File: src/ctm_pkg.sv
package ctm_pkg;

  // register offsets
  localparam logic [7:0] NTC_THRESHOLD_SELECT_ADDR = 8'h0e;
  localparam logic [7:0] IMPEDANCE_TEST_CONFIG_ADDR = 8'h0f;
  localparam logic [7:0] INTERRUPT_MASK_BITS_ADDR = 8'h10;
  localparam logic [7:0] SOURCE_DETECT_STATUS_ADDR = 8'h11;
  localparam logic [7:0] INPUT_WATCHDOG_STATUS_ADDR = 8'h12;
  localparam logic [7:0] PROBE_STATUS_ADDR = 8'h16;

  // threshold select field positions (lsb)
  localparam int HOT_LEVEL_POS = 6;
  localparam int WARM_LEVEL_POS = 4;
  localparam int COOL_LEVEL_POS = 2;
  localparam int COLD_LEVEL_POS = 0;

  // reset values
  localparam logic [1:0] HOT_LEVEL_RST = 2'h2;
  localparam logic [1:0] WARM_LEVEL_RST = 2'h1;
  localparam logic [1:0] COOL_LEVEL_RST = 2'h2;
  localparam logic [1:0] COLD_LEVEL_RST = 2'h1;
  localparam logic [7:0] NTC_THRESHOLD_RST = {HOT_LEVEL_RST, WARM_LEVEL_RST, COOL_LEVEL_RST, COLD_LEVEL_RST};

  // impedance test config field positions
  localparam int PROBE_ENABLE_POS = 6;
  localparam int PROBE_CURRENT_POS = 2;
  localparam int PROBE_COMPARE_POS = 0;
  localparam logic [6:0] IMPEDANCE_TEST_RST = 7'h00;
  localparam logic [3:0] PROBE_CURRENT_MAX = 4'h8;

  // mask bit positions
  localparam int THERMAL_IRQ_MASK_BIT = 5;
  localparam int POWER_REG_IRQ_MASK_BIT = 4;
  localparam int TOPUP_TIMER_IRQ_MASK_BIT = 3;
  localparam int CONFIG_CHANNEL_IRQ_MASK_BIT = 2;
  localparam int LOW_CELL_IRQ_MASK_BIT = 1;
  localparam int ACCESSORY_IRQ_MASK_BIT = 0;
  localparam logic [1:0] MASK_RESERVED_VAL = 2'h1;

  // input-valid debounce
  localparam int CLK_MHZ = 100;
  localparam int VALID_DEBOUNCE_US = 15000;
  localparam int VALID_DEBOUNCE_CYCLES = VALID_DEBOUNCE_US * CLK_MHZ;

  // serial port
  localparam logic [6:0] DEVICE_ADDR_DEFAULT = 7'h3f;
  localparam logic [3:0] ACK_PHASE = 4'h8;
  localparam logic [3:0] ACK_DONE = 4'h9;

  typedef enum logic [2:0] {
    CTM_IDLE,
    CTM_DEV,
    CTM_PTR,
    CTM_WDATA,
    CTM_RDATA
  } ctm_state_t;

endpackage

File: src/ctm_regs.sv
`timescale 1ns/1ps
`default_nettype none

module ctm_regs #(
  parameter logic [6:0] DEVICE_ADDR = ctm_pkg::DEVICE_ADDR_DEFAULT,
  parameter int DEBOUNCE_CYCLES = ctm_pkg::VALID_DEBOUNCE_CYCLES,
  parameter logic THERMAL_MASK_OTP = 1'b0,
  parameter logic CHANNEL_MASK_OTP = 1'b0
) (
  input wire logic mclk_i,
  input wire logic rst_i,
  // serial control port
  input wire logic scl_i,
  input wire logic sda_i,
  output logic sda_o,
  output logic sda_oe_o,
  // status from the analog and charging side
  input wire logic [3:0] source_detect_result_i,
  input wire logic input_voltage_regulation_i,
  input wire logic input_current_regulation_i,
  input wire logic input_in_window_i,
  input wire logic input_ready_flag_i,
  input wire logic old_cable_flag_i,
  input wire logic thermal_reg_flag_i,
  input wire logic system_floor_flag_i,
  input wire logic watchdog_expired_i,
  input wire logic watchdog_warning_flag_i,
  input wire logic probe_compare_reached_i,
  input wire logic topup_timer_i,
  input wire logic low_cell_event_i,
  input wire logic sink_channel_status_i,
  input wire logic source_channel_status_i,
  input wire logic debug_accessory_flag_i,
  input wire logic audio_accessory_flag_i,
  // configuration to the analog side, then the power good pin and interrupt pulse
  output logic [1:0] hot_level_sel_o,
  output logic [1:0] warm_level_sel_o,
  output logic [1:0] cool_level_sel_o,
  output logic [1:0] cold_level_sel_o,
  output logic inlet_probe_enable_o,
  output logic [3:0] probe_current_sel_o,
  output logic [1:0] probe_compare_sel_o,
  output logic power_good_pin_n_o,
  output logic irq_pulse_o
);

  localparam int CW = $clog2(DEBOUNCE_CYCLES + 1);
  localparam logic [CW-1:0] DBC_LAST = CW'(DEBOUNCE_CYCLES - 1);
  localparam logic [5:0] MASK_RST = {THERMAL_MASK_OTP, 2'b00, CHANNEL_MASK_OTP, 2'b00};

  typedef struct packed {
    ctm_pkg::ctm_state_t st;
    logic scl_q;
    logic sda_q;
    logic [3:0] bitcnt;
    logic [7:0] shreg;
    logic [7:0] ptr;
    logic sda_oe;
    logic sda_out;
    logic [7:0] ntc;
    logic [6:0] probe;
    logic [5:0] mask;
    logic [3:0] src_det;
    logic vdpm;
    logic idpm;
    logic valid;
    logic ready;
    logic cable;
    logic therm;
    logic sysfl;
    logic wdf;
    logic wdb;
    logic pcmp;
    logic dbg;
    logic aud;
    logic [CW-1:0] dbc;
    logic pg_n;
    logic irq;
  } ctm_state_rec_t;

  ctm_state_rec_t cur_r;
  ctm_state_rec_t cur_nxt;

  ////////////////////////////////////////////////////////////////////////////
  // read mux

  function automatic logic [7:0] ctm_read(input ctm_state_rec_t s, input logic [7:0] a);
    logic [7:0] d;
    d = 8'h00;
    unique case (a)
      ctm_pkg::NTC_THRESHOLD_SELECT_ADDR: d = s.ntc;
      ctm_pkg::IMPEDANCE_TEST_CONFIG_ADDR: d = {1'b0, s.probe};
      ctm_pkg::INTERRUPT_MASK_BITS_ADDR: d = {ctm_pkg::MASK_RESERVED_VAL, s.mask};
      ctm_pkg::SOURCE_DETECT_STATUS_ADDR:
        d = {
          s.src_det,
          2'b00,
          s.vdpm,
          s.idpm
        };
      ctm_pkg::INPUT_WATCHDOG_STATUS_ADDR:
        d = {
          1'b0,
          s.valid,
          s.ready,
          s.cable,
          s.therm,
          s.sysfl,
          s.wdf,
          s.wdb
        };
      ctm_pkg::PROBE_STATUS_ADDR: d = {5'h00, s.pcmp, 2'b00};
      default: d = 8'h00;
    endcase
    return d;
  endfunction

  ////////////////////////////////////////////////////////////////////////////
  // next state

  logic scl_rise;
  logic scl_fall;
  logic start_cond;
  logic stop_cond;
  logic [7:0] wbyte;
  logic [3:0] cur_code;
  logic masked_evt;
  logic always_evt;
  logic thermal_chg;
  logic power_reg_chg;
  logic topup_evt;
  logic channel_evt;
  logic low_cell_evt;
  logic accessory_evt;
  logic valid_chg;
  logic ready_rise;
  logic expiry_rise;
  logic warning_rise;
  logic probe_chg;

  always_comb
  begin
    cur_nxt = cur_r;
    scl_rise = scl_i & ~cur_r.scl_q;
    scl_fall = ~scl_i & cur_r.scl_q;
    start_cond = scl_i & cur_r.scl_q & cur_r.sda_q & ~sda_i;
    stop_cond = scl_i & cur_r.scl_q & ~cur_r.sda_q & sda_i;
    wbyte = cur_r.shreg;
    cur_code = wbyte[ctm_pkg::PROBE_CURRENT_POS +: 4];
    cur_nxt.scl_q = scl_i;
    cur_nxt.sda_q = sda_i;
    cur_nxt.sda_out = 1'b0;

    // serial port engine
    if (start_cond)
    begin
      cur_nxt.st = ctm_pkg::CTM_DEV;
      cur_nxt.bitcnt = 4'h0;
      cur_nxt.sda_oe = 1'b0;
    end
    else if (stop_cond)
    begin
      cur_nxt.st = ctm_pkg::CTM_IDLE;
      cur_nxt.sda_oe = 1'b0;
    end
    else if (cur_r.st != ctm_pkg::CTM_IDLE)
    begin
      if (scl_rise)
      begin
        if (cur_r.bitcnt < ctm_pkg::ACK_PHASE)
        begin
          cur_nxt.shreg = {cur_r.shreg[6:0], sda_i};
          cur_nxt.bitcnt = cur_r.bitcnt + 4'h1;
        end
        else if (cur_r.st == ctm_pkg::CTM_RDATA && cur_r.bitcnt == ctm_pkg::ACK_DONE && sda_i)
          cur_nxt.st = ctm_pkg::CTM_IDLE; // master nack ends the read
      end
      else if (scl_fall)
      begin
        if (cur_r.st == ctm_pkg::CTM_RDATA)
        begin
          if (cur_r.bitcnt == ctm_pkg::ACK_DONE)
          begin
            cur_nxt.shreg = ctm_read(cur_r, cur_r.ptr);
            cur_nxt.ptr = cur_r.ptr + 8'h01;
            cur_nxt.bitcnt = 4'h0;
            cur_nxt.sda_oe = ~cur_nxt.shreg[7];
          end
          else if (cur_r.bitcnt == ctm_pkg::ACK_PHASE)
          begin
            cur_nxt.sda_oe = 1'b0;
            cur_nxt.bitcnt = ctm_pkg::ACK_DONE;
          end
          else
            cur_nxt.sda_oe = ~cur_r.shreg[7]; // each rise shifts the byte up, so the next bit is on top
        end
        else if (cur_r.bitcnt == ctm_pkg::ACK_PHASE)
        begin
          cur_nxt.bitcnt = ctm_pkg::ACK_DONE;
          cur_nxt.sda_oe = 1'b1;
          unique case (cur_r.st)
            ctm_pkg::CTM_DEV:
            begin
              if (wbyte[7:1] != DEVICE_ADDR)
              begin
                cur_nxt.st = ctm_pkg::CTM_IDLE;
                cur_nxt.sda_oe = 1'b0;
              end
              else if (wbyte[0])
                cur_nxt.st = ctm_pkg::CTM_RDATA;
            end
            ctm_pkg::CTM_PTR:
              cur_nxt.ptr = wbyte;
            ctm_pkg::CTM_WDATA:
            begin
              cur_nxt.ptr = cur_r.ptr + 8'h01;
              unique case (cur_r.ptr)
                ctm_pkg::NTC_THRESHOLD_SELECT_ADDR:
                begin
                  cur_nxt.ntc[ctm_pkg::HOT_LEVEL_POS +: 2] = wbyte[ctm_pkg::HOT_LEVEL_POS +: 2];
                  cur_nxt.ntc[ctm_pkg::WARM_LEVEL_POS +: 2] = wbyte[ctm_pkg::WARM_LEVEL_POS +: 2];
                  cur_nxt.ntc[ctm_pkg::COOL_LEVEL_POS +: 2] = wbyte[ctm_pkg::COOL_LEVEL_POS +: 2];
                  cur_nxt.ntc[ctm_pkg::COLD_LEVEL_POS +: 2] = wbyte[ctm_pkg::COLD_LEVEL_POS +: 2];
                end
                ctm_pkg::IMPEDANCE_TEST_CONFIG_ADDR:
                begin
                  cur_nxt.probe[ctm_pkg::PROBE_ENABLE_POS] = wbyte[ctm_pkg::PROBE_ENABLE_POS];
                  cur_nxt.probe[ctm_pkg::PROBE_COMPARE_POS +: 2] = wbyte[ctm_pkg::PROBE_COMPARE_POS +: 2];
                  if (cur_code > ctm_pkg::PROBE_CURRENT_MAX)
                    cur_nxt.probe[ctm_pkg::PROBE_CURRENT_POS +: 4] = ctm_pkg::PROBE_CURRENT_MAX;
                  else
                    cur_nxt.probe[ctm_pkg::PROBE_CURRENT_POS +: 4] = cur_code;
                end
                ctm_pkg::INTERRUPT_MASK_BITS_ADDR: cur_nxt.mask = wbyte[5:0];
                default: ;
              endcase
            end
            default: ;
          endcase
        end
        else if (cur_r.bitcnt == ctm_pkg::ACK_DONE)
        begin
          // release ack; a read never gets here, its first bit is driven from the RDATA branch
          cur_nxt.sda_oe = 1'b0;
          cur_nxt.bitcnt = 4'h0;
          if (cur_r.st == ctm_pkg::CTM_DEV)
            cur_nxt.st = ctm_pkg::CTM_PTR;
          else if (cur_r.st == ctm_pkg::CTM_PTR)
            cur_nxt.st = ctm_pkg::CTM_WDATA;
        end
      end
    end
    // dev-ack with read bit moved to RDATA at ACK_PHASE; first byte loads on the next fall, at ACK_DONE

    // status sampling
    cur_nxt.src_det = source_detect_result_i;
    cur_nxt.vdpm = input_voltage_regulation_i;
    cur_nxt.idpm = input_current_regulation_i;
    cur_nxt.ready = input_ready_flag_i;
    cur_nxt.cable = old_cable_flag_i;
    cur_nxt.therm = thermal_reg_flag_i;
    cur_nxt.sysfl = system_floor_flag_i;
    cur_nxt.wdf = watchdog_expired_i;
    cur_nxt.wdb = watchdog_warning_flag_i;
    cur_nxt.pcmp = probe_compare_reached_i;
    cur_nxt.dbg = debug_accessory_flag_i;
    cur_nxt.aud = audio_accessory_flag_i;

    // input valid debounce: sets only after a full quiet window, drops at once
    if (!input_in_window_i)
    begin
      cur_nxt.dbc = '0;
      cur_nxt.valid = 1'b0;
    end
    else if (!cur_r.valid)
    begin
      if (cur_r.dbc == DBC_LAST)
        cur_nxt.valid = 1'b1;
      else
        cur_nxt.dbc = cur_r.dbc + CW'(1);
    end
    cur_nxt.pg_n = ~cur_nxt.valid;

    // watchdog expiry restores its fields; masks keep their value
    if (watchdog_expired_i && !cur_r.wdf)
    begin
      cur_nxt.ntc = ctm_pkg::NTC_THRESHOLD_RST;
      cur_nxt.probe = ctm_pkg::IMPEDANCE_TEST_RST;
    end

    // interrupts: a mask suppresses only the pulse, flags update regardless
    thermal_chg = thermal_reg_flag_i != cur_r.therm;
    power_reg_chg =
      (input_voltage_regulation_i != cur_r.vdpm) | (input_current_regulation_i != cur_r.idpm);
    topup_evt = topup_timer_i;
    channel_evt = sink_channel_status_i | source_channel_status_i | (old_cable_flag_i != cur_r.cable);
    low_cell_evt = low_cell_event_i;
    accessory_evt = (debug_accessory_flag_i & ~cur_r.dbg) | (audio_accessory_flag_i & ~cur_r.aud);
    valid_chg = cur_nxt.valid != cur_r.valid;
    ready_rise = input_ready_flag_i & ~cur_r.ready;
    expiry_rise = watchdog_expired_i & ~cur_r.wdf;
    warning_rise = watchdog_warning_flag_i & ~cur_r.wdb;
    probe_chg = probe_compare_reached_i != cur_r.pcmp;
    masked_evt =
      (thermal_chg & ~cur_r.mask[ctm_pkg::THERMAL_IRQ_MASK_BIT]) |
      (power_reg_chg & ~cur_r.mask[ctm_pkg::POWER_REG_IRQ_MASK_BIT]) |
      (topup_evt & ~cur_r.mask[ctm_pkg::TOPUP_TIMER_IRQ_MASK_BIT]) |
      (channel_evt & ~cur_r.mask[ctm_pkg::CONFIG_CHANNEL_IRQ_MASK_BIT]) |
      (low_cell_evt & ~cur_r.mask[ctm_pkg::LOW_CELL_IRQ_MASK_BIT]) |
      (accessory_evt & ~cur_r.mask[ctm_pkg::ACCESSORY_IRQ_MASK_BIT]);
    always_evt = valid_chg | ready_rise | expiry_rise | warning_rise | probe_chg;
    cur_nxt.irq = masked_evt | always_evt;
  end

  ////////////////////////////////////////////////////////////////////////////
  // state register

  always_ff @(posedge mclk_i or posedge rst_i)
  begin
    if (rst_i)
    begin
      cur_r <= '0;
      cur_r.st <= ctm_pkg::CTM_IDLE;
      cur_r.scl_q <= 1'b1;
      cur_r.sda_q <= 1'b1;
      cur_r.ntc <= ctm_pkg::NTC_THRESHOLD_RST;
      cur_r.probe <= ctm_pkg::IMPEDANCE_TEST_RST;
      cur_r.mask <= MASK_RST;
      cur_r.pg_n <= 1'b1;
    end
    else
      cur_r <= cur_nxt;
  end

  assign sda_o = cur_r.sda_out;
  assign sda_oe_o = cur_r.sda_oe;
  assign hot_level_sel_o = cur_r.ntc[ctm_pkg::HOT_LEVEL_POS +: 2];
  assign warm_level_sel_o = cur_r.ntc[ctm_pkg::WARM_LEVEL_POS +: 2];
  assign cool_level_sel_o = cur_r.ntc[ctm_pkg::COOL_LEVEL_POS +: 2];
  assign cold_level_sel_o = cur_r.ntc[ctm_pkg::COLD_LEVEL_POS +: 2];
  assign inlet_probe_enable_o = cur_r.probe[ctm_pkg::PROBE_ENABLE_POS];
  assign probe_current_sel_o = cur_r.probe[ctm_pkg::PROBE_CURRENT_POS +: 4];
  assign probe_compare_sel_o = cur_r.probe[ctm_pkg::PROBE_COMPARE_POS +: 2];
  assign power_good_pin_n_o = cur_r.pg_n;
  assign irq_pulse_o = cur_r.irq;

endmodule // ctm_regs

`default_nettype wire

File: config.mk
export PLATFORM = sky130hd
export DESIGN_NAME = ctm_regs
export DESIGN_NICKNAME = d
export VERILOG_FILES = /design/src/ctm_pkg.sv /design/src/ctm_regs.sv
export SDC_FILE = /design/constraint.sdc
export NUM_CORES = 1
export LEC_CHECK = 0
export ABC_AREA = 1
export BUFFER_PORTS_ARGS = -buffer_cell sky130_fd_sc_hd__buf_4
export CAP_MARGIN = 20
export CORE_AREA = 10 10 124 93
export CTS_CLUSTER_SIZE = 10
export DETAILED_ROUTE_END_ITERATION = 10
export DIE_AREA = 0 0 134 103
export PLACE_DENSITY = 0.78
export SLEW_MARGIN = 40
export SYNTH_ARGS = -nofsm -noshare
export SYNTH_HDL_FRONTEND = slang
export SYNTH_SLANG_ARGS = --single-unit
File: constraint.sdc
create_clock -name mclk_i -period 4 [get_ports mclk_i]
set_input_delay 0.8 -clock mclk_i [delete_from_list [all_inputs] [get_ports mclk_i]]
set_output_delay 0.8 -clock mclk_i [all_outputs]
set_load 0.01 [all_outputs]
-- Word level (Yosys, flattened, before mapping)
Cells that the tools add are included.
- register bits after elaboration: 86
- input port bits: 24
- output and inout port bits: 19
- logic and storage cells: 227
- $add $sub $neg: 3
- magnitude comparators: 2
- equality and inequality tests: 37
- mux-type cells: 72
- bitwise operators: 54
- reductions and logical operators: 33
- operators with widths (cell ; number):
    two-way mux 21 bit ; 13
    two-way mux 16 bit ; 6
    two-way mux 8 bit ; 10
    one-hot mux 8 bit (6 select lines) ; 1
    two-way mux 3 bit ; 15
    AND reduction 9 bit ; 4
    equality test 8 x 5 -> 1 bit (second input constant) ; 4
    two-way mux 4 bit ; 7
    two-way mux 12 bit ; 2
    NOT 1 bit ; 22
    adder 21 x 1 -> 21 bit (second input constant) ; 1
    equality test 21 bit (second input constant) ; 1
    two-way mux 20 bit ; 1
    nonzero test 2 bit ; 10
    AND 1 bit ; 18
    two-way mux 9 bit ; 2
    equality test 8 x 4 -> 1 bit (second input constant) ; 2
    one-hot mux 8 bit (2 select lines) ; 1
    two-way mux 15 bit ; 1
    nonzero test 3 bit ; 5
    nonzero test 5 bit ; 3
    inequality test 7 x 6 -> 1 bit (second input constant) ; 2
    OR 1 bit ; 14
    two-way mux 1 bit ; 11
    26 further kinds ; 45

-- Logic depth before layout (Yosys ltp)
Gate-level depths: netlist (run 1).
- depth in word-level cells: 21
- gate-level depth with buffers: 12
- gate-level depth less buffers: 11

-- Worst setup path after synthesis (run 1)
Ideal clock, no wire load.
- kind: in2reg
- from: input scl_i
- to: register cur_r (netlist bit wbyte[0])
- library setup time: 121 ps
- arrival: 1898 ps
- data required time: 3879 ps
- path slack: 1981 ps
- stages: 8
- buffers on the path: 1
- cells stage by stage: ha_1 nand3_2 nand2_2 nor2_1 nand4_4 buf_2 nor2_1 a21boi_1
- longest elaborated chain between the ends: 5
- elaborated cells on any way between the ends: 16
- classes of those cells: eq/ne (2); mux (1); bitwise (10); reduce/logical (3)
- RTL lines (element ; RTL line ; text):
    start, declared ; ctm_regs.sv:13 ; input wire logic scl_i,
    AND 1 bit ; ctm_regs.sv:146, ctm_regs.sv:147 ;
    AND 1 bit (on tied branches) (2 in a row) ; ctm_regs.sv:146, ctm_regs.sv:147 ;
    inequality test 5 x 4 -> 1 bit (no line) or NOT 1 bit (tied branches) ; -- ;
    AND reduction 7 bit (no line) ; -- ;
    end signal, assigned ; ctm_regs.sv:332 ; cur_r <= cur_nxt;
    end, declared ; ctm_regs.sv:81 ; ctm_state_rec_t cur_r;
Several ways; a longest one is shown, not always the timed one.
A chain may end at the register's enable or synchronous reset.

-- Final worst setup path (run 1)
- from: input scl_i
- to: register cur_r (netlist bit hot_level_sel_o[1])
- longest elaborated chain between the ends: 5
- elaborated cells on any way between the ends: 13
- classes of those cells: eq/ne (3); bitwise (8); reduce/logical (2)
- RTL lines (element ; RTL line):
    AND 1 bit ; ctm_regs.sv:146, ctm_regs.sv:147
    AND 1 bit (on tied branches) (2 in a row) ; ctm_regs.sv:147, ctm_regs.sv:146
    inequality test 2 x 1 -> 1 bit (no line) ; --
    AND reduction 9 bit (no line) (*) ; --
Mark *: on every way between the ends. The rest lies on a longest branch, timed or not.

==> flow_summary_export.csv, run 1 <==
group,metric,value,unit
run_status,status,"complete, no violations",
power,p_sw_share,36.2,%
placed_design,port_buffers,41,
clocking,postCtsSetupBuffers,0,
clocking,clk_path_buf_depth,2,
timing,whs,473,ps
setup_path,required,4270,ps
logic_synthesis,synth-edff-count,0,
logic_synthesis,synth_area_leaders,"dfrtp_1, nand2_1, nand3_1, nor2_1, inv_1",
floorplan,dieArea,13800,um^2
logic_synthesis,synth_cell_types,36,
cells_and_area,layout.nets,809,
detailed_routing,via_per_inst,5.58,
placed_design,placed_cells,891,
logic_synthesis,post-synth-top-count-cell,"nand2_1",
setup_path,cp.depth,10,
cells_and_area,nFillCells,804,
power,powerDensity,445,nW/um^2
detailed_routing,routedWlPerCell,16.1,um
logic_synthesis,yosysWarnings,0,
logic_synthesis,avgSynthCellArea,7.18,um^2
logic_synthesis,yosysSeqAreaShare,40.4,%
power,switchingPower,0.961,mW
timing,timing.fmax,402,MHz
placed_design,place_hpwl,11100,um
placed_design,placed_cell_area,5660,um^2
grt,grt.total_usage,21.3,%
clocking,h-tree-depth,3,
timing,setup_slack,1510,ps
logic_synthesis,synth_area_leader_cell,"dfrtp_1",
logic_synthesis,synth_common_cells,"nand2_1, nor2_1, inv_1",
floorplan,die_w,134,um
clocking,cts_tree,"yes",
grt,grt_pass1_vias,4556,
timing,period_minus_slack,2490,ps
timing,hold_viol,0,
clocking,clk_latency,350,ps
setup_path,timing.critical_path.cells,"buf_4, ha_1, clkinv_1, nand4_1, nor2_1, nand3_1, nand2_1, inv_1, nand2_1, o211ai_1",
floorplan,ios,43,
timing,slew_headroom,62.5,%
detailed_routing,dr_total_vias,5060,
logic_synthesis,synthCells,746,
power,p_int,1.69,mW
power,p_leak,2.87,nW
detailed_routing,dr.pass1.iters,5,
grt,grt_max_degree,56,
timing,drv_slew,0,
setup_path,crit_top_cell,"nand2_1",
logic_synthesis,ys_ff_latch,86,
setup_path,cp_slowest_stage_delay,510,ps
timing,worst_slew_pin_slew,563,ps
detailed_routing,ant_nets,0,
cells_and_area,area_delta_synth_final,11.5,%
timing,rsz0062_at_grt,"false",
setup_path,arrival,2750,ps
setup_path,cp-start-kind,"primary input",
grt,overflow,0,
run,drv_cap,0,
logic_synthesis,synth_top_area_share,36.9,%
logic_synthesis,syn_area,5350,um^2
power,max-vdd-ir-drop,0.261,mV
cells_and_area,finalNonFillerCells,907,
clocking,cts_resized,0,
setup_path,slowest_stage,"ha_1",
cells_and_area,fin_area,5970,um^2
timing,fin_crit_sh,62.2,%
cells_and_area,fin_util,64.4,%
power,p_seq_share,41.4,%
clocking,cts-root-buf,"clkbuf_16",
logic_synthesis,async_reset_ff_share,100,%
power,p_total,2.65,mW
timing,finalClockSkew,7.74,ps
clocking,cts_hold_repair.buffers,0,
setup_path,end_kind,"flip-flop",
setup_path,critPathTopFamily,"simple AND/OR/NAND/NOR gates",
floorplan,die_h,103,um
power,p_clk_share,32.8,%
hold_path,min_path_type,"primary input to async pin",
clocking,clock-sinks,86,
logic_synthesis,ys.flop_type,"dfrtp_1",
setup_path,critPathMaxFanout,15,
floorplan,initial_core_util,57.7,%
placed_design,gp_routability_congestion,0.983,
grt,grt_pass1_wl,23600,um
clocking,cts_inserted_buffers,9,
setup_path,cp.buffers_inverters,3,
placed_design,dp_slack,1210,ps
detailed_routing,drc,0,
cells_and_area,layout-drive-gt1-share,12.1,%
timing,setup_tns,0,ps
timing,setup_violations,0,
grt,antenna_found_initial,0,
detailed_routing,drt_iter0_markers,515,
setup_path,worstReg2RegStart,"cur_r[83]$_DFF_PP1_",
logic_synthesis,syn-num-nets,781,
power,combPwrFrac,25.9,%
setup_path,startpoint,"scl_i",
setup_path,critPathKind,"primary input to flip-flop",
cells_and_area,antennaDiodeCount,0,
clocking,clk_pin_slew,60,ps
detailed_routing,wl,14600,um
floorplan,fp.coreArea,9270,um^2
setup_path,rr_worst_depth,10,
floorplan,row_count,30,
## power by group through the flow
stage	registers, mW	logic [mW]	clock network, mW
6_report	1.10	0.686	0.869
4_1_cts	1.10	0.674	0.880
3_3_place_gp	1.11	0.655	0
3_5_place_dp	1.11	0.668	0
2_1_floorplan	1.06	0.510	0
5_1_grt	1.11	0.774	0.914
## layout by cell type, fill, tap and decap left out, drive strengths merged, types with 7 or more instances in the layout
cell / instances
nand3: 82
xor2: 13
ha: 11
a21boi: 7
clkinv: 7
nand2: 212
nand4: 14
inv: 86
clkbuf: 10
dfrtp: 79
o21ai: 53
dfstp: 7
a21oi: 21
nor2: 97
buf: 43
nor3: 14
## path summary, 6_finish.rpt
kind / endpoint / slack (ps)
max in group asynchronous: cur_r[83]$_DFF_PP1_ / 2850
min reg2reg: irq_pulse_o$_DFF_PP0_ / 510
max: hot_level_sel_o[1]$_DFFE_PP1P_ / 1510
min in group mclk_i: irq_pulse_o$_DFF_PP0_ / 510
min: cur_r[18]$_DFFE_PP0P_ / 470
max reg2reg: hot_level_sel_o[0]$_DFFE_PP0P_ / 1640
## final cells by class
cell class / instances / area, um^2 / share of cell area (%)
Timing Repair Buffer: 43 / 323 / 5.41
Multi-Input combinational cell: 545 / 2670 / 44.8
Clock buffer: 10 / 239 / 4.00
Tap cell: 128 / 160 / 2.68
Sequential cell: 86 / 2160 / 36.2
Inverter: 89 / 344 / 5.77
Clock inverter: 6 / 68.8 / 1.15
## state kept, by name, indices dropped and copies added, names as in the netlist
name / cells
cool_level_sel_o: 2
probe_current_sel_o: 4
irq_pulse_o: 1
hot_level_sel_o: 2
power_good_pin_n_o: 1
wbyte: 8
sda_oe_o: 1
warm_level_sel_o: 2
inlet_probe_enable_o: 1
cold_level_sel_o: 2
probe_compare_sel_o: 2
cur_r: 60
## routing by layer
layer,vias to the layer above,share of wire [%],GRT usage (%)
li1,2444,-,-
met1,2372,49,31.5
met2,223,39,29.2
met3,21,11,6.96
met4,0,1.2,4.75
met5,-,0,0
## worst reg2reg max path, delay by kind of cell, from the launching register on
family,cells,cell delay (ps)
adder cells (fa/ha/maj),1,370
flip-flops,1,550
buffers and inverters,3,400
AO/OA/AOI/OAI,1,80
AND/OR/NAND/NOR,5,820
## cells by family (layout without fill, tap and decap cells)
family / after synthesis / count (layout) / synth area share (%)
AO/OA/AOI/OAI: 96 / 96 / 9.91
XOR/XNOR: 17 / 17 / 2.78
adder cells (fa/ha/maj): 11 / 11 / 2.57
buffers and inverters: 115 / 148 / 9.70
flip-flops: 86 / 86 / 40.4
other: 1 / 1 / 0.0701
AND/OR/NAND/NOR: 420 / 420 / 34.6
Note: power is estimated with default switching activity, not from simulation.
==> inputs of run 2 (changes only) <==
--- a/config.mk
+++ b/config.mk
@@ -8,11 +8,11 @@
 export ABC_AREA = 1
 export BUFFER_PORTS_ARGS = -buffer_cell sky130_fd_sc_hd__buf_4
 export CAP_MARGIN = 20
-export CORE_AREA = 10 10 124 93
+export CORE_AREA = 10 10 129 96
 export CTS_CLUSTER_SIZE = 10
 export DETAILED_ROUTE_END_ITERATION = 10
-export DIE_AREA = 0 0 134 103
-export PLACE_DENSITY = 0.78
+export DIE_AREA = 0 0 139 106
+export PLACE_DENSITY = 0.76
 export SLEW_MARGIN = 40
 export SYNTH_ARGS = -nofsm -noshare
 export SYNTH_HDL_FRONTEND = slang
==> constraint.sdc (replaced) <==
create_clock -name mclk_i -period 2.2 [get_ports mclk_i]
set_input_delay 0.44 -clock mclk_i [delete_from_list [all_inputs] [get_ports mclk_i]]
set_output_delay 0.44 -clock mclk_i [all_outputs]
set_load 0.01 [all_outputs]
==> run 2 against run 1 <==
  * Core utilization decreased by 3.1 points
  * Combinational power is 88% higher
  * Worst setup slack got worse by 1300 ps
  * Flip-flop and latch count unchanged
  * Count of clock-buffer cells in the layout grew 1
  * Final area is 2.8% higher
  * Clock skew about the same
  * Critical path type is now flip-flop to flip-flop
  * Critical endpoint is now wbyte[6]$_DFFE_PP0P_
  * Largest power group unchanged
==> flow_summary_export.csv, run 2 (synthesis gave the netlist of run 1 again) <==
group,metric,value,unit
floorplan,dieArea,14700,um^2
cells_and_area,area_delta_synth_final,14.6,%
detailed_routing,drc,0,
clocking,h-tree-depth,3,
timing,setup_slack,188,ps
cells_and_area,layout-drive-gt1-share,13.6,%
setup_path,arrival,2280,ps
timing,worst_slew_pin_slew,718,ps
clocking,cts-root-buf,"clkbuf_16",
timing,hold_viol,0,
grt,overflow,0,
timing,whs,153,ps
clocking,cts_inserted_buffers,9,
grt,grt_max_degree,37,
grt,antenna_found_initial,0,
floorplan,row_count,31,
power,p_leak,2.96,nW
floorplan,die_h,106,um
detailed_routing,dr_total_vias,5130,
placed_design,port_buffers,41,
timing,drv_slew,0,
setup_path,cp-start-kind,"flip-flop",
floorplan,die_w,139,um
placed_design,dp_slack,173,ps
cells_and_area,fin_area,6130,um^2
clocking,clock-sinks,86,
cells_and_area,regMostFlops,"cur_r",
timing,finalClockSkew,7.40,ps
clocking,clk_path_buf_depth,2,
placed_design,gp_routability_congestion,1.01,
cells_and_area,layout.nets,822,
setup_path,startpoint,"cur_r[62]$_DFFE_PP0P_",
detailed_routing,wl,15600,um
grt,grt_pass1_vias,4798,
detailed_routing,via_per_inst,5.55,
setup_path,worstReg2RegStart,"cur_r[62]$_DFFE_PP0P_",
floorplan,initial_core_util,53.5,%
cells_and_area,antennaDiodeCount,0,
setup_path,end_kind,"flip-flop",
clocking,postCtsSetupBuffers,0,
clocking,clk_latency,340,ps
clocking,clk_pin_slew,70,ps
timing,timing.fmax,497,MHz
timing,fin_crit_sh,91.4,%
cells_and_area,layout_common_cells,"nand2_1, nor2_1, inv_1, dfrtp_1, nand3_1",
hold_path,min_path_type,"primary input to async pin",
power,max-vdd-ir-drop,0.605,mV
cells_and_area,largest_reg_flops,60,
placed_design,place_hpwl,11900,um
clocking,cts_hold_repair.buffers,0,
timing,slew_headroom,51.8,%
detailed_routing,routedWlPerCell,16.9,um
detailed_routing,drt_iter0_markers,530,
cells_and_area,final_common_cell,"nand2_1",
timing,period_minus_slack,2010,ps
clocking,cts_tree,"yes",
timing,setup_tns,0,ps
grt,grt.total_usage,20.9,%
setup_path,critPathMaxFanout,7,
grt,grt_pass1_wl,25300,um
floorplan,fp.coreArea,10000,um^2
timing,rsz0062_at_grt,"false",
detailed_routing,dr.pass1.iters,5,
setup_path,required,2470,ps
setup_path,critPathKind,"flip-flop to flip-flop",
placed_design,placed_cell_area,5770,um^2
run_status,status,"complete, no violations",
floorplan,ios,43,
timing,setup_violations,0,
clocking,cts_resized,0,
power,powerDensity,831,nW/um^2
run,drv_cap,0,
detailed_routing,ant_nets,0,
run 2: routing by layer:
| metal | vias to the layer above | global-route usage (%) | routed length, um |
|---|---|---|---|
| met5 | - | 0 | 0 |
| met4 | 0 | 4.16 | 113 |
| met3 | 8 | 5.82 | 1550 |
| met2 | 258 | 29.3 | 6310 |
| met1 | 2382 | 31.0 | 7600 |
| li1 | 2482 | - | - |
run 2: area by class of cell:
| cell class | count | area, um^2 |
|---|---|---|
| inverter | 89 | 343 |
| tap | 132 | 165 |
| multi-input combinational | 545 | 2680 |
| fill | 914 | 3870 |
| timing repair buffer | 56 | 433 |
| clock inverter | 5 | 104 |
| sequential | 86 | 2160 |
| clock buffer | 11 | 253 |
run 2: through the flow:
step	utilization, %	instances	power [mW]
after floorplan	-	746	2.86
after global placement	57.7	908	3.25
after detailed placement	57.7	908	3.27
after CTS	61.3	924	5.09
after global routing	61.3	924	5.37
final	61.3	924	5.10
run 2: critical path: stages, from the launching register on:
cell and delay (ps):
dfrtp_1 390, ha_1 230, nand2_1 80, nor2_1 170
nand3_1 270, nand3_1 190, nor2_1 70, nor2_2 230
nand2_1 150, a21boi_1 150
run 2: path summary, 6_finish.rpt:
check,depth (start not counted),to,slack (ps)
min in group mclk_i,1,cur_r[35]$_DFF_PP0_,210
max in group asynchronous,3,power_good_pin_n_o$_DFF_PP1_,1420
max,9,wbyte[6]$_DFFE_PP0P_,190
min,2,cur_r[85]$_DFFE_PP0P_,150
max reg2reg,9,wbyte[6]$_DFFE_PP0P_,190
min reg2reg,1,irq_pulse_o$_DFF_PP0_,500
run 2: power by group:
group	total [mW]	internal (mW)	switching, mW
Combinational	1.29	0.429	0.857
Sequential	2.00	1.76	0.244
Clock	1.81	1.17	0.635
